### config.mk
export PLATFORM = sky130hd
export DESIGN_NAME = voltmeter_setup_preset_state
export DESIGN_NICKNAME = d
export VERILOG_FILES = /design/src/vm_setup_pkg.sv /design/src/voltmeter_setup_preset_state.sv
export SDC_FILE = /design/constraint.sdc
export NUM_CORES = 1
export LEC_CHECK = 0
export ABC_AREA = 1
export BUFFER_PORTS_ARGS = -buffer_cell sky130_fd_sc_hd__buf_2
export CAP_MARGIN = 10
export CORE_MARGIN = 2
export CORE_UTILIZATION = 52
export DETAILED_ROUTE_END_ITERATION = 10
export PLACE_DENSITY = 0.9
export SETUP_SLACK_MARGIN = 0.3
export SLEW_MARGIN = 20
export SYNTH_ARGS = -nofsm -noshare
export SYNTH_HDL_FRONTEND = slang
export SYNTH_SLANG_ARGS = --single-unit
### constraint.sdc
create_clock -name i_sys_clk -period 2 [get_ports i_sys_clk]
set_input_delay 0.4 -clock i_sys_clk [delete_from_list [all_inputs] [get_ports i_sys_clk]]
set_output_delay 0.4 -clock i_sys_clk [all_outputs]
set_load 0.05 [all_outputs]
### src/vm_setup_pkg.sv
// package: encodings, field layouts, reset values and timing counts for the voltmeter setup state
package vm_setup_pkg;

  localparam int SYS_CLK_HZ = 25_000_000;

  // register offsets
  localparam logic [3:0] ADDR_CMD      = 4'h0;
  localparam logic [3:0] ADDR_QUANTITY_SELECT     = 4'h1;
  localparam logic [3:0] ADDR_TRIG     = 4'h2;
  localparam logic [3:0] ADDR_SCAN     = 4'h3;
  localparam logic [3:0] ADDR_RANGE    = 4'h4;
  localparam logic [3:0] ADDR_NRDG     = 4'h5;
  localparam logic [3:0] ADDR_DEST     = 4'h6;
  localparam logic [3:0] ADDR_TDELAY   = 4'h7;
  localparam logic [3:0] ADDR_SPERIOD  = 4'h8;
  localparam logic [3:0] ADDR_PROFILE  = 4'h9;
  localparam logic [3:0] ADDR_XFER     = 4'hA;
  localparam logic [3:0] ADDR_STATUS   = 4'hB;
  localparam logic [3:0] ADDR_IRQ_MASK = 4'hC;
  localparam logic [3:0] ADDR_INTR_EN  = 4'hD;

  // command codes written to ADDR_CMD
  localparam logic [1:0] CMD_SETUP   = 2'h1;
  localparam logic [1:0] CMD_ACQUIRE = 2'h2;
  localparam logic [1:0] CMD_RESET   = 2'h3;

  // command field positions: [1:0] code, [4:2] quantity_select
  localparam int CMD_CODE_LSB = 0;
  localparam int CMD_QUANTITY_SELECT_LSB = 2;

  // scan sources
  localparam logic [1:0] SRC_SCAN = 2'h0;
  localparam logic [1:0] SRC_HOLD = 2'h1;
  localparam logic [1:0] SRC_INT  = 2'h2;
  localparam logic [1:0] SRC_SGL  = 2'h3;

  // quantity_select codes
  localparam logic [2:0] QUANTITY_SELECT_DCV = 3'h0;

  localparam logic [1:0] RANGE_AUTO   = 2'h0;
  localparam logic       TERM_EXT     = 1'b0;
  localparam logic       TERM_BUS     = 1'b1;
  localparam logic [1:0] DEST_HOST    = 2'h0;
  localparam logic       STORE_ANY    = 1'b0;
  localparam logic       AUTORANGE_AFTER = 1'b0;
  localparam logic [1:0] NULL_ONCE    = 2'h0;

  // times: delay in ns, period in ns; held as count of 40 ns cycles
  localparam int TDELAY_PRESET_NS = 1_000_000;
  localparam int SPERIOD_NS       = 10_000;
  localparam int CLK_NS           = 1_000_000_000 / SYS_CLK_HZ;
  localparam logic [31:0] TDELAY_PRESET_CYC = 32'(TDELAY_PRESET_NS / CLK_NS);
  localparam logic [31:0] SPERIOD_CYC       = 32'(SPERIOD_NS / CLK_NS);
  localparam logic [31:0] TDELAY_RESET_CYC  = 32'h0000_0000;

  localparam logic [15:0] NRDG_RESET = 16'h0001;
  localparam logic [15:0] NRDG_MIN   = 16'h0001;

  // status bits
  localparam int ST_SETUP_DONE = 0;
  localparam int ST_SCAN_STEP  = 1;
  localparam int ST_SCAN_END   = 2;
  localparam int ST_REJECT     = 3;
  localparam int ST_W          = 4;

  // preset step numbering, twelve steps
  localparam logic [3:0] PRESET_LAST = 4'hB;

  typedef struct packed {
    logic [1:0] scan_begin_source;
    logic [1:0] scan_step_source;
    logic [1:0] trig_source;
    logic [2:0] quantity_select;
    logic [1:0] range_sel;
    logic       terminal;
    logic [15:0] samples_per_trigger;
    logic [1:0] destination;
    logic       result_storage_policy;
    logic       autorange_policy;
    logic [31:0] trig_delay;
    logic [31:0] sample_period;
    logic [1:0] offset_nulling_mode;
  } vm_cfg_t;

  typedef enum logic [3:0] {
    ST_IDLE   = 4'b0001,
    ST_PRESET = 4'b0010,
    ST_SCAN   = 4'b0100,
    ST_WAIT   = 4'b1000
  } seq_state_t;

  localparam vm_cfg_t CFG_RESET = '{
    scan_begin_source: SRC_SCAN, scan_step_source: SRC_SCAN, trig_source: SRC_HOLD,
    quantity_select: QUANTITY_SELECT_DCV, range_sel: RANGE_AUTO, terminal: TERM_EXT,
    samples_per_trigger: NRDG_RESET, destination: DEST_HOST,
    result_storage_policy: STORE_ANY, autorange_policy: AUTORANGE_AFTER,
    trig_delay: TDELAY_RESET_CYC, sample_period: SPERIOD_CYC, offset_nulling_mode: NULL_ONCE};

endpackage

### src/voltmeter_setup_preset_state.sv
// voltmeter setup, preset sequencing and acquire gating in system mode
`timescale 1ns/1ps
module voltmeter_setup_preset_state
  import vm_setup_pkg::*;
(
  input  wire logic        i_sys_clk,
  input  wire logic        i_reset_n,
  input  wire logic [3:0]  i_addr,
  input  wire logic [31:0] i_wdata,
  input  wire logic        i_wr,
  input  wire logic        i_rd,
  input  wire logic        i_reading_stored,
  input  wire logic        i_reading_taken,
  output logic [31:0]      o_rdata,
  output vm_cfg_t          o_cfg,
  output logic             o_scanning,
  output logic             o_any_result_ready,
  output logic             o_scan_step,
  output logic [15:0]      o_xfer_count,
  output logic             o_xfer_go,
  output logic             o_irq
);

  // register map, one 32-bit word per index, narrow fields in the low bits
  //   0x0  command word, write only, reads as zero
  //        [1:0] command code: 1 setup, 2 acquire or stop, 3 reset
  //        [4:2] quantity_select handed to the preset
  //   0x1  quantity_select, [2:0]
  //   0x2  trigger source, [1:0]
  //   0x3  scan sources, [1:0] scan_begin_source, [3:2] scan_step_source
  //   0x4  front end, [1:0] range, [2] terminal, [3] autorange, [5:4] nulling
  //   0x5  samples_per_trigger, [15:0], zero is refused
  //   0x6  destination [1:0], result_storage_policy [2]
  //   0x7  trigger delay in clock cycles
  //   0x8  sample period in clock cycles
  //   0x9  operating_profile, [0]
  //   0xA  transfer request, [15:0] count, zero means samples_per_trigger
  //        reads back {readings held, last transfer count}
  //   0xB  status, write one to clear; reads back the sequencer state in [7:4]
  //   0xC  interrupt mask, same layout as status
  //   0xD  interrupt enable, [0], off after reset
  //   other indices: writes ignored, reads zero
  //
  // status bits
  //   [0] preset finished
  //   [1] scan stepped to the next channel
  //   [2] scan ended by a second acquire
  //   [3] request refused
  //
  // timing of the register port
  //   write: strobe, index and data in one cycle, effect visible the cycle after
  //   read: strobe and index in one cycle, data on o_rdata in the next cycle only
  //   strobes may follow back to back; the port never stalls
  //   a read of the command word or of an unused index returns zero
  //
  // preset walk after a setup write at cycle 0
  //   c1 scan begin source    c2 scan step source     c3 trigger hold
  //   c4 quantity select      c5 range auto           c6 bus terminal
  //   c7 one sample           c8 host destination     c9 any-result policy
  //   c10 autorange after     c11 delay and period    c12 nulling once, done flag
  //   a second setup during the walk is ignored, so the walk never restarts midway
  //   low-level writes during the walk may be overwritten by a later step
  //
  // acquire and scan
  //   an acquire from idle starts the scan; a second acquire stops it
  //   an acquire is refused while interrupts are enabled, while the profile is on
  //   or while the preset is still running; the refusal sets status bit 3
  //   the scan waits for samples_per_trigger readings, then for the buffer to drain,
  //   and only then pulses o_scan_step for one cycle
  //   a store in the same cycle as the drain holds the step back until the buffer drains again
  //
  // hazards
  //   stored and taken in one cycle leave the reading count as it is
  //   a take with an empty count is ignored, so the count never wraps below zero
  //   more than 65535 held readings wrap the count
  //   a reset command loads the reset state at the next edge; a status event from the same cycle stays set
  //   a status clear in the same cycle as its event keeps the bit set
  //   an acquire in the wait state ends the scan at once, readings stay held
  //
  // field encodings
  //   scan sources: 0 immediate, 1 hold, 2 internal, 3 single
  //   trigger source: 1 hold, other codes as for the scan sources
  //   quantity_select: 0 dc volts, other codes for further functions
  //   range: 0 auto
  //   terminal: 0 external terminals, 1 backplane bus
  //   destination: 0 host frame
  //   result_storage_policy: 0 ready once a single reading is stored
  //   autorange_policy: 0 autorange after each measurement
  //   offset_nulling_mode: 0 null once
  //   times: 40 ns per count, so 1 ms is 25000 and 10 us is 250
  //
  // reset values
  //   scan sources immediate, trigger hold, dc volts, range auto, external terminals
  //   one sample per trigger, host destination, any-result policy, autorange after
  //   zero trigger delay, 250-cycle sample period, null once
  //   operating profile off, interrupts off, status and mask clear
  //
  // outputs
  //   o_cfg               live configuration, one field per setting
  //   o_scanning          high in the scan and wait states
  //   o_any_result_ready  high while at least one reading is held
  //   o_scan_step         one-cycle pulse when the scan may move on
  //   o_xfer_go           one-cycle pulse the cycle after a transfer request
  //   o_xfer_count        count of the last transfer request
  //   o_irq               level, enabled and unmasked status bits
  //   o_rdata             read data for one cycle, zero otherwise
  //
  // clock and reset
  //   one clock, i_sys_clk at 25 MHz; every field updates on its rising edge
  //   i_reset_n clears the state at once, without waiting for the clock
  //   all inputs come from logic on the same clock, so none is synchronised here
  //   the first request may come at the first edge after reset is released
  //
  // limits
  //   the scan sources are stored and read back, but the scan here always starts
  //   at once and steps on drain; other sources are left to the trigger logic
  //   the trigger delay and sample period are handed on, not timed here
  //   the transfer count is handed on with its go pulse; moving data is outside
  //   the operating profile only gates acquire; its other effects are outside
  //   readings per trigger above the buffer depth are not checked here
  //   an unknown command code is ignored without a refusal flag

  typedef struct packed {
    vm_cfg_t     cfg;
    seq_state_t  st;
    logic [3:0]  step;
    logic [2:0]  quantity_select_arg;
    logic        operating_profile;
    logic        intr_en;
    logic [15:0] buffered;
    logic [ST_W-1:0] status;
    logic [ST_W-1:0] mask;
    logic        irq;
    logic [31:0] rdata;
    logic        scan_step;
    logic [15:0] xfer_count;
    logic        xfer_go;
    logic        ready;
    logic        scanning;
  } state_t;

  localparam state_t STATE_RESET = '{
    cfg: CFG_RESET, st: ST_IDLE, step: 4'h0, quantity_select_arg: QUANTITY_SELECT_DCV,
    operating_profile: 1'b0, intr_en: 1'b0, buffered: 16'h0000,
    status: '0, mask: '0, irq: 1'b0, rdata: 32'h0000_0000,
    scan_step: 1'b0, xfer_count: 16'h0000, xfer_go: 1'b0, ready: 1'b0, scanning: 1'b0};

  state_t s_q;
  state_t s_d;

  // next-state logic
  always_comb begin
    logic [ST_W-1:0] ev;
    logic [1:0]      code;
    ev   = '0;
    code = i_wdata[CMD_CODE_LSB +: 2];
    s_d  = s_q;
    s_d.scan_step = 1'b0;
    s_d.xfer_go   = 1'b0;
    s_d.rdata     = 32'h0000_0000;

    // reading buffer occupancy, store and take together leave it unchanged
    if (i_reading_stored && !i_reading_taken) begin
      s_d.buffered = s_q.buffered + 16'h0001;
    end else if (!i_reading_stored && i_reading_taken && s_q.buffered != 16'h0000) begin
      s_d.buffered = s_q.buffered - 16'h0001;
    end
    s_d.ready = (s_d.buffered != 16'h0000);

    // preset sequencer and scan control
    case (s_q.st)
      ST_IDLE: begin
      end
      ST_PRESET: begin
        case (s_q.step)
          4'h0: s_d.cfg.scan_begin_source = SRC_SCAN;
          4'h1: s_d.cfg.scan_step_source  = SRC_SCAN;
          4'h2: s_d.cfg.trig_source       = SRC_HOLD;
          4'h3: s_d.cfg.quantity_select   = s_q.quantity_select_arg;
          4'h4: s_d.cfg.range_sel         = RANGE_AUTO;
          4'h5: s_d.cfg.terminal          = TERM_BUS;
          4'h6: s_d.cfg.samples_per_trigger = NRDG_MIN;
          4'h7: s_d.cfg.destination       = DEST_HOST;
          4'h8: s_d.cfg.result_storage_policy = STORE_ANY;
          4'h9: s_d.cfg.autorange_policy  = AUTORANGE_AFTER;
          4'hA: begin
            s_d.cfg.trig_delay    = TDELAY_PRESET_CYC;
            s_d.cfg.sample_period = SPERIOD_CYC;
          end
          default: s_d.cfg.offset_nulling_mode = NULL_ONCE;
        endcase
        if (s_q.step == PRESET_LAST) begin
          s_d.st   = ST_IDLE;
          s_d.step = 4'h0;
          ev[ST_SETUP_DONE] = 1'b1;
        end else begin
          s_d.step = s_q.step + 4'h1;
        end
      end
      ST_SCAN: begin
        // scan sources are not used here; the scan waits for samples_per_trigger readings
        if (s_q.buffered >= s_q.cfg.samples_per_trigger) begin
          s_d.st = ST_WAIT;
        end
      end
      ST_WAIT: begin
        // step only once the buffer is fully drained
        if (s_q.buffered == 16'h0000 && !i_reading_stored) begin
          s_d.scan_step = 1'b1;
          s_d.st        = ST_SCAN;
          ev[ST_SCAN_STEP] = 1'b1;
        end
      end
      default: s_d.st = ST_IDLE;
    endcase

    // register writes
    if (i_wr) begin
      case (i_addr)
        ADDR_CMD: begin
          if (code == CMD_RESET) begin
            s_d = STATE_RESET;
          end else if (code == CMD_SETUP && s_q.st != ST_PRESET) begin
            s_d.st       = ST_PRESET; // profile untouched
            s_d.step     = 4'h0;
            s_d.quantity_select_arg = i_wdata[CMD_QUANTITY_SELECT_LSB +: 3];
          end else if (code == CMD_ACQUIRE) begin
            if (s_q.intr_en || s_q.operating_profile || s_q.st == ST_PRESET) begin
              ev[ST_REJECT] = 1'b1;
            end else if (s_q.st == ST_IDLE) begin
              s_d.st = ST_SCAN;
            end else begin
              s_d.st = ST_IDLE; // acquire again ends the scan
              ev[ST_SCAN_END] = 1'b1;
            end
          end
        end
        ADDR_QUANTITY_SELECT:    s_d.cfg.quantity_select = i_wdata[2:0];
        ADDR_TRIG:    s_d.cfg.trig_source = i_wdata[1:0];
        ADDR_SCAN: begin
          s_d.cfg.scan_begin_source = i_wdata[1:0];
          s_d.cfg.scan_step_source  = i_wdata[3:2];
        end
        ADDR_RANGE: begin
          s_d.cfg.range_sel         = i_wdata[1:0];
          s_d.cfg.terminal          = i_wdata[2];
          s_d.cfg.autorange_policy  = i_wdata[3];
          s_d.cfg.offset_nulling_mode = i_wdata[5:4];
        end
        ADDR_NRDG: begin
          if (i_wdata[15:0] >= NRDG_MIN) begin
            s_d.cfg.samples_per_trigger = i_wdata[15:0];
          end else begin
            ev[ST_REJECT] = 1'b1;
          end
        end
        ADDR_DEST: begin
          s_d.cfg.destination           = i_wdata[1:0];
          s_d.cfg.result_storage_policy = i_wdata[2];
        end
        ADDR_TDELAY:  s_d.cfg.trig_delay    = i_wdata;
        ADDR_SPERIOD: s_d.cfg.sample_period = i_wdata;
        ADDR_PROFILE: s_d.operating_profile = i_wdata[0];
        ADDR_XFER: begin
          s_d.xfer_go = 1'b1;
          s_d.xfer_count = (i_wdata[15:0] == 16'h0000) ? s_q.cfg.samples_per_trigger
                                                       : i_wdata[15:0];
        end
        ADDR_STATUS:   s_d.status = s_q.status & ~i_wdata[ST_W-1:0];
        ADDR_IRQ_MASK: s_d.mask   = i_wdata[ST_W-1:0];
        ADDR_INTR_EN:  s_d.intr_en = i_wdata[0];
        default: begin
        end
      endcase
    end

    // sticky events, set wins over clear
    s_d.status = s_d.status | ev;
    s_d.irq    = s_d.intr_en && ((s_d.status & s_d.mask) != '0);

    // scan activity kept in its own flop for the output
    s_d.scanning = (s_d.st == ST_SCAN) || (s_d.st == ST_WAIT);

    // register reads, data in the following cycle
    if (i_rd) begin
      case (i_addr)
        ADDR_QUANTITY_SELECT:     s_d.rdata = {29'h0, s_q.cfg.quantity_select};
        ADDR_TRIG:     s_d.rdata = {30'h0, s_q.cfg.trig_source};
        ADDR_SCAN:     s_d.rdata = {28'h0, s_q.cfg.scan_step_source, s_q.cfg.scan_begin_source};
        ADDR_RANGE:    s_d.rdata = {26'h0, s_q.cfg.offset_nulling_mode, s_q.cfg.autorange_policy,
                                    s_q.cfg.terminal, s_q.cfg.range_sel};
        ADDR_NRDG:     s_d.rdata = {16'h0, s_q.cfg.samples_per_trigger};
        ADDR_DEST:     s_d.rdata = {29'h0, s_q.cfg.result_storage_policy, s_q.cfg.destination};
        ADDR_TDELAY:   s_d.rdata = s_q.cfg.trig_delay;
        ADDR_SPERIOD:  s_d.rdata = s_q.cfg.sample_period;
        ADDR_PROFILE:  s_d.rdata = {31'h0, s_q.operating_profile};
        ADDR_XFER:     s_d.rdata = {s_q.buffered, s_q.xfer_count};
        ADDR_STATUS:   s_d.rdata = {24'h0, s_q.st, s_q.status};
        ADDR_IRQ_MASK: s_d.rdata = {28'h0, s_q.mask};
        ADDR_INTR_EN:  s_d.rdata = {31'h0, s_q.intr_en};
        default:       s_d.rdata = 32'h0000_0000;
      endcase
    end
  end

  // state register
  always_ff @(posedge i_sys_clk or negedge i_reset_n) begin
    if (!i_reset_n) begin
      s_q <= STATE_RESET;
    end else begin
      s_q <= s_d;
    end
  end

  // outputs straight from flops
  assign o_rdata            = s_q.rdata;
  assign o_cfg              = s_q.cfg;
  assign o_scanning         = s_q.scanning;
  assign o_any_result_ready = s_q.ready;
  assign o_scan_step        = s_q.scan_step;
  assign o_xfer_count       = s_q.xfer_count;
  assign o_xfer_go          = s_q.xfer_go;
  assign o_irq              = s_q.irq;

endmodule

==> out/results.txt, run 1 <==
final instance area: 13400 um^2
part of the power in the clock network: 23.5%
gr usage total: 32.1%
CP Max Fanout: 4
routed wl met3: 4990 um
min cycle time layout: 1.97 ns
critical path launch point type: flop
Syn-to-layout area delta: 19.1%
Yosys top cell area share: 39.9%
core box area: 21100 um^2
Tot Pwr: 0.0148 W
Final Util: 63.4%
combinational power share: 41.7%
CTS sink count: 188
critical path class: flop to flop
top sig layer: met4
worst setup margin: 0.0306 ns
Die H: 151 um
vias in the first global route: 10200
headroom to the max-slew limit: 55.1%
Via Count: 11000
I/O pins: 193
most common cell in the netlist: nand2_1
WL met1: 14200 um
Worst EP required: 2.33 ns
switch share: 44.8%
reg-to-reg endpoint: o_any_result_ready
DP Worst Slack: -0.0114 ns
part of the power in registers: 34.9%
syn nets: 1432
drt first pass iters: 6
Total Nets Final: 1576
Synth Cell Area: 11200 um^2
Pwr Density: 1110 nW/um^2
sequential area share after synthesis: 42.0%
crit path capture type: flop
Worst VDD drop: 0.580 mV
Hold Path Sink: o_cfg[53]
diodes inserted: 0
Fin. Hold Viols: 0
Starting Density: 53.3%
syn_area_per_cell: 8.21 um^2
status: finished, final reports clean
Die Wd: 151 um
cell internal pwr: 0.00819 W
post-detailed-route count of antenna-violating nets: 0
Max Cap Viol: 0
initial antenna violation count: 0
residual DRC count: 0
Clock Skews: 0.0107 ns
placed standard-cell area: 12000 um^2
die area: 22800 um^2
Gate Count Post-Synth: 1368
Leakage: 6.77 nW
DR WL/cell: 21.5 um
Worst Hold Launch: i_wdata[19]
Via density: 6.10
#FFs+latches synth: 188
top cells by area, synth: dfrtp_1, buf_4, nand2_1
Worst Setup SP: s_q[67]
RSZ-0062 raised after global routing: true
Critical Path AT: 2.30 ns
# setup viols final: 0
Post-synth EDFFs: 0
CTS max path bufs: 2
Inserted Clock Buffers: 17
Hold Path Stages: 3
worst slew pin tran: 0.672 ns
first-pass GRT wire length: 55800 um
worst min path class: primary input to flop
Detailed Route WL: 38700 um
async set-reset flop share out of synthesis: 100%
fmax: 508 MHz
worst-skew pair later-pin latency: 0.45 ns
routed wl met2: 17500 um
net switching power: 0.00663 W
synth cell count leaders: nand2_1, inv_1, dfrtp_1, buf_4, nor2_1
layout cells sized above 1: 34.6%
dpl hpwl: 27100 um
GPL Wtd Cong: 0.996
root buf cell: clkbuf_16
htree depth: 4
# port buffers: 192
Initial DRC Count: 1589
fin crit share: 98.5%
row count: 53
worst r2r src: s_q[67]
CTS clk-pin slew, worst paths: 0.08 ns
YS warnings: 0
r2r setup slk: 0.03 ns
Synth cell types: 53
Final Slew Violations: 0
post-synth top area cell: dfrtp_1
R2R cell count: 13
ys flop type: dfrtp_1
largest net degree at the start of global routing: 52
CTS tree: yes
global route total overflow: 0
[cells by family after synthesis]
family / after synthesis / share of synthesized area, %
adders and majority gates: 22 / 2.45
DFF: 188 / 42.0
and+or+nand+nor: 470 / 18.4
AOI/OAI and AO/OA: 274 / 17.4
xor gates and xnor gates: 10 / 0.780
buffers and inverters: 404 / 19.0
[worst max-delay path, cell delays in order, from the launching register on]
cell,delay (ns)
dfrtp_1,0.43
buf_6,0.15
nor2_1,0.15
nand2_1,0.09
nor2_2,0.23
nand2_1,0.10
nand2_1,0.09
nand4_1,0.12
nand2_2,0.11
nand2_1,0.05
nor2_1,0.11
nand2_1,0.06
nor2_1,0.09
nor2_1,0.05
[layout make-up]
class | count | area [um^2]
multi-input combinational | 777 | 4820
clock inverter | 15 | 175
clock buffer | 17 | 425
tap | 275 | 344
timing repair buffer | 313 | 2060
fill | 1636 | 7710
inverter | 215 | 820
sequential | 188 | 4720
[what timing repair did]
item                                    CTS  global route
hold endpoints to repair                 42             0
hold buffers                              1             0
setup buffers                            11            18
resized for setup                        52            76
pin swaps                                 8            29
gates cloned                              0             3
endpoints found under the setup margin   61            68
[registers in the layout, summed over array words and instances, names as in the netlist]
name and flops:
s_q 37, o_cfg 98, o_any_result_ready 1, o_scan_step 1
o_xfer_count 16, o_rdata 32, o_irq 1, o_scanning 1
o_xfer_go 1
[metal layers]
metal | up-vias | GRT usage [%]
met5 | - | 0
li1 | 4677 | -
met4 | 0 | 15.6
met2 | 931 | 49.3
met3 | 205 | 7.83
met1 | 5173 | 42.9
[layout by cell type (no fill, tap or decap), types with 11 or more instances in the layout]
master and n:
o21ai_0 77, o32ai_2 16, o22ai_2 15, inv_2 35
nand2_1 199, ha_1 11, a21oi_1 12, o22ai_1 78
buf_2 188, a221oi_1 19, nand2_2 12, nor2_2 15
dfrtp_1 172, nor2_1 122, clkbuf_16 19, inv_1 176
nand3_2 12, nor2_4 13, nand4_1 18, buf_4 105
nand3_1 51
[how the worst max path moves through the flow]
| stage | endpoint | slack [ns] | depth (start not counted) |
|---|---|---|---|
| final | o_any_result_ready | 0.03 | 13 |
| after global routing | o_any_result_ready | -0.09 | 12 |
| after CTS | o_any_result_ready | 0.1 | 16 |
| after detailed placement | o_irq | -0.01 | 12 |
| after global placement | o_any_result_ready | -0.02 | 11 |
| after floorplan | o_any_result_ready | 0.23 | 14 |
[metrics by stage]
stage,setup TNS (ns),hold WS (ns),std cells
3_3_place_gp,-0.0410,0.408,1735
5_1_grt,-0.0911,0.247,1800
3_5_place_dp,-0.0115,0.415,1735
4_1_cts,0,0.237,1779
6_report,0,0.239,1800
2_1_floorplan,0,0.104,1368
[power groups by stage]
stage / clock network, W / logic [W] / registers, W
2_1_floorplan: 0 / 0.00450 / 0.00500
3_3_place_gp: 0 / 0.00528 / 0.00516
3_5_place_dp: 0 / 0.00542 / 0.00517
4_1_cts: 0.00348 / 0.00572 / 0.00511
5_1_grt: 0.00362 / 0.00655 / 0.00521
6_report: 0.00348 / 0.00618 / 0.00517
(Power assumes the default switching activity.)
==> run 2: changes to the inputs <==
Settings changed: BUFFER_PORTS_ARGS -buffer_cell sky130_fd_sc_hd__buf_2 to unset, CORE_UTILIZATION 52 to 55, CTS_BUF_LIST set to sky130_fd_sc_hd__clkbuf_8, DONT_BUFFER_PORTS set to 1, PLACE_DENSITY 0.9 to 0.85.
==> run 2 against run 1 <==
The flow now finishes with violations (negative hold slack, negative setup slack). Clock skew up 0.0020 ns. Register-to-register slack worse by 0.05 ns. Die area down 5.3%. Sequential power up 28%. Power down 9.4%. Sequential cell count unchanged. Worst hold slack worse by 0.62 ns. Clock-buffer cell count unchanged. Critical endpoint is now o_irq. Highest routed layer is now met5.
==> out/results.txt, run 2 (synthesized netlist as in run 1, its figures left out) <==
CTS max path bufs: 2
Non-Filler Instances: 1608
CTS tree: yes
first-pass GRT wire length: 54500 um
# setup viols final: 2
Critical Path AT: 2.41 ns
headroom to the max-slew limit: 57.8%
setup TNS: -0.0332 ns
final instance area: 12400 um^2
Pwr Density: 1090 nW/um^2
die area: 21600 um^2
worst slew pin tran: 0.632 ns
Fin. Hold Viols: 188
CTS sink count: 188
failing checks: negative hold slack, negative setup slack
row count: 52
GPL Wtd Cong: 1.02
Max Cap Viol: 0
Initial DRC Count: 1448
core box area: 20100 um^2
Leakage: 5.83 nW
largest net degree at the start of global routing: 189
Inserted Clock Buffers: 17
dpl hpwl: 25900 um
drt first pass iters: 8
post-detailed-route count of antenna-violating nets: 0
min cycle time layout: 2.02 ns
I/O pins: 193
worst setup margin: -0.0186 ns
Total Nets Final: 1389
Starting Density: 55.9%
slowest CP cell: dfrtp_1
Die H: 147 um
Via density: 6.33
# port buffers: 0
worst min path class: primary input to asynchronous set/reset pin
max reg flops: 98
CP Max Fanout: 6
diodes inserted: 0
placed standard-cell area: 11000 um^2
Final Slew Violations: 0
fmax: 495 MHz
critical path class: flop to flop
Die Wd: 147 um
RSZ-0062 raised after global routing: true
commonest non-fill, non-tap cells in the layout: nand2_1, inv_1, dfrtp_1, nor2_1, buf_4
global route total overflow: 0
Final Util: 61.5%
crit path capture type: flop
root buf cell: clkbuf_8
critical path launch point type: flop
Via Count: 10200
Detailed Route WL: 37600 um
layout cells sized above 1: 26.0%
Worst VDD drop: 0.538 mV
Worst EP required: 2.39 ns
commonest non-fill, non-tap cell in the layout: nand2_1
worst-skew pair later-pin latency: 0.47 ns
CP Cell Sequence: inv_1 > nand3_4 > nor2_4 > nand2_4 > buf_4 > nor2_4 > nand2_2 > nand3_2 > nand2_1 > nand2_1 > a21oi_1 > a21oi_2
CP peak stage delay: 0.48 ns
vias in the first global route: 9682
residual DRC count: 0
status: complete, but fails checks
Clock Skews: 0.0127 ns
WHS: -0.385 ns
CTS clk-pin slew, worst paths: 0.10 ns
gr usage total: 32.4%
initial antenna violation count: 1
htree depth: 4
DR WL/cell: 23.4 um
fin crit share: 101%
placed insts: 1535
Syn-to-layout area delta: 10.1%
## run 2: where the power goes
group / switching (W) / leakage (nW) / internal (W)
Sequential: 0.00214 / 2.40 / 0.00448
Combinational: 0.00261 / 3.24 / 0.00163
Clock: 0.00153 / 0.193 / 0.00103
Total: 0.00629 / 5.83 / 0.00715
## run 2: timing repair
item,4_1_cts,5_1_grt
hold endpoints to repair,188,188
setup endpoints to repair,61,86
pin swaps,12,24
setup buffers,20,14
gates cloned,2,5
gates resized for setup,52,98
## run 2: layer usage
layer,GRT usage [%],share of wire [%]
met5,0,0.032
met4,13.8,4.9
met3,11.3,14
met2,49.6,45
met1,41.9,36
## run 2: worst paths after layout
kind                            from    endpoint  slack, ns  cells past startpoint
setup / recovery             s_q[63]       o_irq      -0.02                     12
setup reg to reg             s_q[63]       o_irq      -0.02                     12
min in group i_sys_clk          i_rd  o_rdata[1]       0.04                      2
hold / removal             i_reset_n   o_cfg[97]      -0.39                      0
hold reg to reg              s_q[81]     s_q[81]       0.55                      2
max in group asynchronous  i_reset_n     s_q[70]       2.06                      0
## run 2: cell type report
| type | instances | area [um^2] |
|---|---|---|
| Timing Repair Buffer | 124 | 1080 |
| Clock buffer | 17 | 234 |
| Inverter | 215 | 822 |
| Tap cell | 270 | 338 |
| Sequential cell | 188 | 4730 |
| Multi-Input combinational cell | 779 | 5010 |
| Clock inverter | 15 | 155 |
| Fill cell | 1541 | 7740 |
## run 2: per-stage QoR
stage	power [W]	setup slack, ns
after detailed placement	0.0100	-0.00669
after global routing	0.0139	-0.0616
after CTS	0.0128	0.122
after floorplan	0.00950	0.234
final	0.0134	-0.0186
after global placement	0.00996	0.0460
## run 2: critical path, delay by kind of cell, from the launching register on
family	cells	cell delay, ns
AOI/OAI and AO/OA	2	0.25
buffers and inverters	2	0.37
DFF	1	0.48
and+or+nand+nor	8	0.85
